[src/core/mftr_pkg.sv]
// constants, source enumeration and routing decode for the terminal router
package mftr_pkg;

  // register map
  localparam logic [7:0]  ROUTING_OFFSET = 8'h8c;
  localparam logic [31:0] ROUTING_RESET  = 32'h00001000;
  localparam logic [31:0] ROUTING_MASK   = 32'h0fffffff;

  // field layout
  localparam int unsigned NUM_TERM  = 7;
  localparam int unsigned FIELD_W   = 4;
  localparam int unsigned NUM_GP    = 5;
  localparam int unsigned SCL_TERM  = 4;
  localparam int unsigned SDA_TERM  = 1;
  localparam int unsigned GRANT_TERM = 5;
  localparam int unsigned LOCK_TERM  = 4;

  // internal signals that a terminal can carry
  typedef enum logic [4:0] {
    SRC_INPUT, SRC_GPO, SRC_GRANT, SRC_LOCK,
    SRC_IRQ3, SRC_IRQ4, SRC_IRQ5, SRC_IRQ7, SRC_IRQ9,
    SRC_IRQ10, SRC_IRQ11, SRC_IRQ13, SRC_IRQ15,
    SRC_VSTAT, SRC_VSEL, SRC_AUDIO, SRC_LOWPWR, SRC_LED,
    SRC_GPE, SRC_RING, SRC_INTA, SRC_PREQ
  } mftr_src_t;

  localparam int unsigned NUM_SRC = 22;

  // map one terminal field code to the signal it selects
  function automatic mftr_src_t mftr_route(input int unsigned term,
                                           input logic [3:0] code);
    mftr_src_t s;
    s = SRC_INPUT;
    // codes of terminals three and six are unknown: kept as inputs
    if (term != 3 && term != 6) begin
      unique case (code)
        4'h0: s = SRC_INPUT;
        4'h1: s = SRC_GPO;
        4'h3: s = SRC_IRQ3;
        4'h4: s = SRC_IRQ4;
        4'h6: s = SRC_VSTAT;
        4'h7: s = SRC_VSEL;
        4'h8: s = SRC_AUDIO;
        4'ha: s = SRC_IRQ10;
        4'hb: s = SRC_IRQ11;
        4'he: s = SRC_GPE;
        4'h5: s = (term == 5) ? SRC_LOWPWR : SRC_IRQ5;
        4'h9: s = (term == 5) ? SRC_LOWPWR : SRC_IRQ9;
        4'h2: begin
          unique case (term)
            5: s = SRC_GRANT;
            4: s = SRC_LOCK;
            2: s = SRC_PREQ;
            1: s = SRC_LOWPWR;
            default: s = SRC_INTA;
          endcase
        end
        4'hc: begin
          unique case (term)
            4, 2: s = SRC_RING;
            default: s = SRC_LED;
          endcase
        end
        4'hd: begin
          unique case (term)
            5, 4: s = SRC_LED;
            2: s = SRC_LOWPWR;
            default: s = SRC_IRQ13;
          endcase
        end
        default: begin
          unique case (term)
            4: s = SRC_LOWPWR;
            2: s = SRC_IRQ7;
            default: s = SRC_IRQ15;
          endcase
        end
      endcase
    end
    return s;
  endfunction

endpackage

[src/core/mftr_routing.sv]
// multifunction terminal routing register with wishbone slave and pin muxes
`timescale 1ns/1ps
`default_nettype none
// Operation
// - every terminal is an input after reset, a general input on all but three and six; with the serial straps, terminals one and four then go to the serial bus
// - eeprom value may replace the reset default
// - bits 31 to 28 read zero, ignore writes
// - shared codes route irq, video, audio lines
// - terminal five own codes as listed
// - terminal four own codes as listed
// - terminal two own codes as listed
// - terminal one own codes as listed
// - serial mode puts clock on terminal four
module mftr_routing
  import mftr_pkg::*;
(
  // clock and reset
  input  wire logic                core_clk,
  input  wire logic                rst_b,
  // wishbone slave
  input  wire logic                wb_cyc_i,
  input  wire logic                wb_stb_i,
  input  wire logic                wb_we_i,
  input  wire logic [7:0]          wb_adr_i,
  input  wire logic [3:0]          wb_sel_i,
  input  wire logic [31:0]         wb_dat_i,
  output logic                     wb_ack_o,
  output logic [31:0]              wb_dat_o,
  // eeprom default load
  input  wire logic                eepromLoad,
  input  wire logic [31:0]         eepromData,
  // serial mode straps and serial bus drive
  input  wire logic                powerSwitchCtl0,
  input  wire logic                powerSwitchCtl1,
  input  wire logic                sclOut,
  input  wire logic                sclOe,
  input  wire logic                sdaOut,
  input  wire logic                sdaOe,
  // internal sources
  input  wire logic [15:0]         irqLine,
  input  wire logic [NUM_GP-1:0]   generalOutput,
  input  wire logic                pciInta,
  input  wire logic                pciBusRequest,
  input  wire logic                pciLockOut,
  input  wire logic                pciLockOe,
  input  wire logic                lowPowerStateFlag,
  input  wire logic                socketActivityLed,
  input  wire logic                videoPortStatus,
  input  wire logic                videoPortSelect,
  input  wire logic                cardAudioPwm,
  input  wire logic                generalPurposeEvent,
  input  wire logic                ringIndicateOut,
  // captured terminal inputs and strapped serial mode
  output logic [NUM_GP-1:0]        generalInput,
  output logic                     pciBusGrant,
  output logic                     pciLockIn,
  output logic                     sdaIn,
  output logic                     serialBusMode,
  // multifunction terminals
  input  wire logic [NUM_TERM-1:0] multiTerminalIn,
  output logic [NUM_TERM-1:0]      multiTerminalOut,
  output logic [NUM_TERM-1:0]      multiTerminalOe
);

  ////////////////////////////////////////////////////////////////////////////
  // state

  logic [31:0]         routing_reg,  routing_next;
  logic                wbAck_reg,    wbAck_next;
  logic [31:0]         wbDat_reg,    wbDat_next;
  logic                strapDone_reg, strapDone_next;
  logic                serial_reg,   serial_next;
  logic [NUM_TERM-1:0] termOut_reg,  termOut_next;
  logic [NUM_TERM-1:0] termOe_reg,   termOe_next;
  logic [NUM_GP-1:0]   gpIn_reg,     gpIn_next;
  logic                grant_reg,    grant_next;
  logic                lockIn_reg,   lockIn_next;
  logic                sdaIn_reg,    sdaIn_next;

  logic                request;
  logic                hit;
  logic [31:0]         writeMerged;
  logic [NUM_SRC-1:0]  srcLevel;
  mftr_src_t           termSrc [NUM_TERM];
  logic [NUM_TERM-1:0] muxOut;
  logic [NUM_TERM-1:0] muxOe;
  logic [NUM_TERM-1:0] gpoByTerm;

  assign request = wb_cyc_i && wb_stb_i;
  assign hit     = (wb_adr_i == ROUTING_OFFSET);

  ////////////////////////////////////////////////////////////////////////////
  // terminal muxes

  always_comb begin
    srcLevel = '0;
    srcLevel[5'(SRC_IRQ3)]   = irqLine[3];
    srcLevel[5'(SRC_IRQ4)]   = irqLine[4];
    srcLevel[5'(SRC_IRQ5)]   = irqLine[5];
    srcLevel[5'(SRC_IRQ7)]   = irqLine[7];
    srcLevel[5'(SRC_IRQ9)]   = irqLine[9];
    srcLevel[5'(SRC_IRQ10)]  = irqLine[10];
    srcLevel[5'(SRC_IRQ11)]  = irqLine[11];
    srcLevel[5'(SRC_IRQ13)]  = irqLine[13];
    srcLevel[5'(SRC_IRQ15)]  = irqLine[15];
    srcLevel[5'(SRC_VSTAT)]  = videoPortStatus;
    srcLevel[5'(SRC_VSEL)]   = videoPortSelect;
    srcLevel[5'(SRC_AUDIO)]  = cardAudioPwm;
    srcLevel[5'(SRC_LOWPWR)] = lowPowerStateFlag;
    srcLevel[5'(SRC_LED)]    = socketActivityLed;
    srcLevel[5'(SRC_GPE)]    = generalPurposeEvent;
    srcLevel[5'(SRC_RING)]   = ringIndicateOut;
    srcLevel[5'(SRC_INTA)]   = pciInta;
    srcLevel[5'(SRC_PREQ)]   = pciBusRequest;
  end

  // general purpose index skips terminals three and six
  assign gpoByTerm = {1'b0, generalOutput[4:3], 1'b0, generalOutput[2:0]};

  for (genvar t = 0; t < NUM_TERM; t++) begin : g_term
    mftr_term_mux #(.TERM(t)) u_mux (
      .code     (routing_reg[t*FIELD_W +: FIELD_W]),
      .srcLevel (srcLevel),
      .gpoLevel (gpoByTerm[t]),
      .lockOut  (pciLockOut),
      .lockOe   (pciLockOe),
      .src      (termSrc[t]),
      .drvOut   (muxOut[t]),
      .drvOe    (muxOe[t])
    );
  end

  ////////////////////////////////////////////////////////////////////////////
  // next state

  always_comb begin
    for (int i = 0; i < 4; i++) begin
      writeMerged[i*8 +: 8] = wb_sel_i[i] ? wb_dat_i[i*8 +: 8]
                                          : routing_reg[i*8 +: 8];
    end
    routing_next = routing_reg;
    // a late eeprom load beats a bus write in the same cycle
    if (eepromLoad) begin
      routing_next = eepromData & ROUTING_MASK;
    end else if (request && wb_we_i && hit && wbAck_reg) begin
      routing_next = writeMerged & ROUTING_MASK;
    end
    // one wait state; ack drops for a cycle so a held strobe is not
    // mistaken for a second request
    wbAck_next = request && !wbAck_reg;
    wbDat_next = wbDat_reg;
    if (request && !wbAck_reg) begin
      wbDat_next = (hit && !wb_we_i) ? routing_reg : 32'h00000000;
    end
    // straps are sampled once, on the first edge after reset release
    strapDone_next = 1'b1;
    serial_next    = strapDone_reg ? serial_reg
                                   : (powerSwitchCtl0 && powerSwitchCtl1);
    termOut_next = muxOut;
    termOe_next  = muxOe;
    if (serial_reg) begin
      termOut_next[SCL_TERM] = sclOut;
      termOe_next[SCL_TERM]  = sclOe;
      termOut_next[SDA_TERM] = sdaOut;
      termOe_next[SDA_TERM]  = sdaOe;
    end
    gpIn_next[0] = multiTerminalIn[0] && termSrc[0] == SRC_INPUT;
    gpIn_next[1] = multiTerminalIn[1] && termSrc[1] == SRC_INPUT
                   && !serial_reg;
    gpIn_next[2] = multiTerminalIn[2] && termSrc[2] == SRC_INPUT;
    gpIn_next[3] = multiTerminalIn[4] && termSrc[4] == SRC_INPUT
                   && !serial_reg;
    gpIn_next[4] = multiTerminalIn[5] && termSrc[5] == SRC_INPUT;
    grant_next  = multiTerminalIn[GRANT_TERM]
                  && termSrc[GRANT_TERM] == SRC_GRANT;
    lockIn_next = multiTerminalIn[LOCK_TERM]
                  && termSrc[LOCK_TERM] == SRC_LOCK && !serial_reg;
    sdaIn_next  = multiTerminalIn[SDA_TERM] && serial_reg;
  end

  always_ff @(posedge core_clk) begin
    if (!rst_b) begin
      routing_reg   <= ROUTING_RESET;
      wbAck_reg     <= 1'b0;
      wbDat_reg     <= 32'h00000000;
      strapDone_reg <= 1'b0;
      serial_reg    <= 1'b0;
      termOut_reg   <= '0;
      termOe_reg    <= '0;
      gpIn_reg      <= '0;
      grant_reg     <= 1'b0;
      lockIn_reg    <= 1'b0;
      sdaIn_reg     <= 1'b0;
    end else begin
      routing_reg   <= routing_next;
      wbAck_reg     <= wbAck_next;
      wbDat_reg     <= wbDat_next;
      strapDone_reg <= strapDone_next;
      serial_reg    <= serial_next;
      termOut_reg   <= termOut_next;
      termOe_reg    <= termOe_next;
      gpIn_reg      <= gpIn_next;
      grant_reg     <= grant_next;
      lockIn_reg    <= lockIn_next;
      sdaIn_reg     <= sdaIn_next;
    end
  end

  assign wb_ack_o         = wbAck_reg;
  assign wb_dat_o         = wbDat_reg;
  assign generalInput     = gpIn_reg;
  assign pciBusGrant      = grant_reg;
  assign pciLockIn        = lockIn_reg;
  assign sdaIn            = sdaIn_reg;
  assign serialBusMode    = serial_reg;
  assign multiTerminalOut = termOut_reg;
  assign multiTerminalOe  = termOe_reg;
endmodule
`default_nettype wire

[src/core/mftr_term_mux.sv]
// one multifunction terminal: decode its field and pick drive and enable
`timescale 1ns/1ps
`default_nettype none
module mftr_term_mux
  import mftr_pkg::*;
#(
  parameter int unsigned TERM = 0
) (
  // routing field
  input  wire logic [3:0]         code,
  // internal sources
  input  wire logic [NUM_SRC-1:0] srcLevel,
  input  wire logic               gpoLevel,
  input  wire logic               lockOut,
  input  wire logic               lockOe,
  // selection and pin drive
  output mftr_src_t               src,
  output logic                    drvOut,
  output logic                    drvOe
);

  always_comb begin
    src    = mftr_route(TERM, code);
    drvOut = 1'b0;
    drvOe  = 1'b1;
    unique case (src)
      SRC_INPUT, SRC_GRANT: drvOe = 1'b0;
      SRC_GPO: drvOut = gpoLevel;
      SRC_LOCK: begin
        drvOut = lockOut;
        drvOe  = lockOe;
      end
      default: drvOut = srcLevel[5'(src)];
    endcase
  end

endmodule
`default_nettype wire

[config.mk]
export PLATFORM = sky130hd
export DESIGN_NAME = mftr_routing
export DESIGN_NICKNAME = d
export VERILOG_FILES = /design/src/core/mftr_pkg.sv /design/src/core/mftr_routing.sv /design/src/core/mftr_term_mux.sv
export SDC_FILE = /design/constraint.sdc
export NUM_CORES = 1
export LEC_CHECK = 0
export ABC_AREA = 1
export BUFFER_PORTS_ARGS = -buffer_cell sky130_fd_sc_hd__clkbuf_2
export CAP_MARGIN = 20
export CORE_ASPECT_RATIO = 1.1
export CORE_MARGIN = 1
export CORE_UTILIZATION = 35
export DETAILED_ROUTE_END_ITERATION = 6
export PLACE_DENSITY = 0.7
export SYNTH_ARGS = -nofsm -noshare
export SYNTH_HDL_FRONTEND = slang
export SYNTH_SLANG_ARGS = --single-unit
[constraint.sdc]
create_clock -name core_clk -period 2.2 [get_ports core_clk]
set_clock_uncertainty 0.15 [all_clocks]
set_input_delay 0.22 -clock core_clk [delete_from_list [all_inputs] [get_ports core_clk]]
set_output_delay 0.22 -clock core_clk [all_outputs]
set_load 0.02 [all_outputs]
==> metrics <==
multiplexer share of the synthesized area 0; Crit Reg-Reg Startpoint wb_ack_o; CP endpoint kind register; Die Ht 124 um; setup TNS 0 ns; most common cell after layout, fill and taps aside nand2_1; critical path required time 2.32 ns; Post-Layout Cell Count 1115; clock buffer count from CTS 9; PD cells 692 nW/um^2; reg-to-reg endpoint routing_reg[1]; worst hold slack 0.0191 ns; status complete, no violations; core footprint 13200 um^2; Ys Warns 0; final hold vios 0; Via density 5.11; Post-CTS Setup Bufs 0; clock root buffer clkbuf_16; DIE AREA 13900 um^2; critical path arrival 2.17 ns; min Tclk post-route 2.04 ns; actual slew at the worst max-slew pin 0.651 ns; relative slew slack 0.566; post-synthesis cell count 753; Die W 113 um; initial core utilization 0.358; Post-Syn Area 4700 um^2; vias 5696; H-tree levels 3; hold path start eepromData[18]; vias in the first global route 5045; Fmax 0.489 GHz; Routed Antenna Nets 0; Final Max Slew Viols 0; drc violations 0; setup slack, reg-to-reg 0.16 ns; Final period util 0.929; Antenna Cells 0; all-layer global routing usage 0.209; Worst Setup EP routing_reg[1]; maximum VDD drop 0.358 mV; Clock Tree Buf Depth 2; critical path class reg -> reg; main combinational cell family by area after synthesis simple AND/OR/NAND/NOR gates; Sink Count 77; CTS tree yes; CP Launch Point wb_ack_o; synthesized area per cell 6.25 um^2; average wire per standard cell 13.3 um; first-iteration detailed-routing DRC count 326; largest net degree at the start of global routing 57; Skew-Pair Late Insertion Delay 0.33 ns; MaxCap Viol Count 0; sequential fraction of the synthesis area 0.328; Ports 183; grt ovf 0; type of origin of the critical path register; RSZ-0062 raised after global routing false; Compound-Gate Fraction of Synth Area 0.200; initial antenna violation count 0; crit path max fanout 16; Cell variety after synth 33; simple-gate share of the synthesized area 0.360; row count 44; most frequent cells in the layout nand2_1 (228), clkbuf_2 (157), nand3_1 (81), dfxtp_1 (75), o21ai_0 (67); fraction of layout cells with a size suffix above 1 0.238; Reg2Reg Depth 9; routed wire length 14900 um; count of final setup violators 0; PortBufs 157; leak pwr 3.18 nW; first-pass GRT wire length 23300 um; Pre-antenna DRT Iters 4; Synth Area in XOR/XNOR 0; Nets 1076; Cells after DPL 1039; number of synthesized register bits 77; clock-pin transition on the worst setup and hold timing paths 0.06 ns; Worst Hold Class in -> reg; Adder-Cell Fraction of Synth Area 0; post-DP HPWL 10300 um; area grow syn2layout 37.8%; GPL Wtd Cong 0.903
final cells by class:
cell class                 count  area (um^2)
clock inverter                 7          123
clock buffer                   9          225
fill                        1304         6670
tap                          161          201
multi-input combinational    566         2690
sequential                    77         1540
timing repair buffer         224         1440
inverter                      71          267
report_power, final:
group	switching, mW	internal, mW
Sequential	0.102	1.50
Combinational	0.702	0.459
Clock	0.614	1.11
Total	1.42	3.07
per-layer routing:
layer	part of all wire	wire, um	GRT usage
met4	0.022	321	0.0842
met3	0.060	887	0.0375
met1	0.44	6610	0.260
met2	0.47	7040	0.360
met5	0	0	0
critical path: stages (launching register included):
cell           delay [ns]
dfxtp_2              0.37
nand2_1              0.06
nor2_1               0.08
nand2_1              0.07
inv_2                0.13
nand2_1              0.10
nand2_4              0.15
o21ai_0              0.10
a31oi_1              0.19
dlygate4sd3_1        0.58
synthesized netlist by cell type (all sizes together):
master,n,area (um^2)
o21ai,85,425
conb,1,3.75
nand3,82,415
clkbuf,18,67.6
or2,1,6.26
nor4,3,18.8
nand4,5,31.3
nor3,6,30.0
nand2,245,990
a21oi,41,209
o22ai,1,6.26
buf,28,193
o211ai,13,97.6
nor2b,1,6.26
dfxtp,77,1540
a211oi,2,15.0
nor4b,1,8.76
nor2,39,156
a31o,1,8.76
inv,71,267
nand3b,4,30.0
a41oi,1,8.76
a31oi,27,169
worst min path at each step:
| stage | cells after the start | slack, ns | end |
|---|---|---|---|
| floorplan | 0 | 0.1 | strapDone_reg |
| global route | 3 | 0.02 | routing_reg[18] |
| CTS | 3 | 0.009 | routing_reg[18] |
| global placement | 3 | 0.28 | generalInput[0] |
| finish | 3 | 0.02 | routing_reg[18] |
| detailed placement | 3 | 0.28 | generalInput[0] |
logic make-up (layout without fill, tap and decap cells):
kind of cell           Yosys count  after routing
buffers and inverters          117            311
and+or+nand+nor                387            387
other                            1              8
AOI/OAI and AO/OA              171            171
DFF                             77             77
timing repair:
| action | 4_1_cts | 5_1_grt |
|---|---|---|
| endpoints found under the setup margin | 0 | 20 |
| gates resized for setup | 0 | 5 |
| endpoints found under the hold margin | 36 | 0 |
| hold buffers | 60 | 0 |
per-stage QoR:
stage          total power, mW  instance area (um^2)   util  worst slack [ns]
2_1_floorplan             2.37                  4730      -             0.565
3_3_place_gp              2.67                  5520  0.420             0.267
3_5_place_dp              2.68                  5520  0.420             0.236
4_1_cts                   4.49                  6470  0.492             0.108
5_1_grt                   4.73                  6480  0.493           0.00791
6_report                  4.49                  6480  0.493             0.156
(Power assumes the default switching activity.)
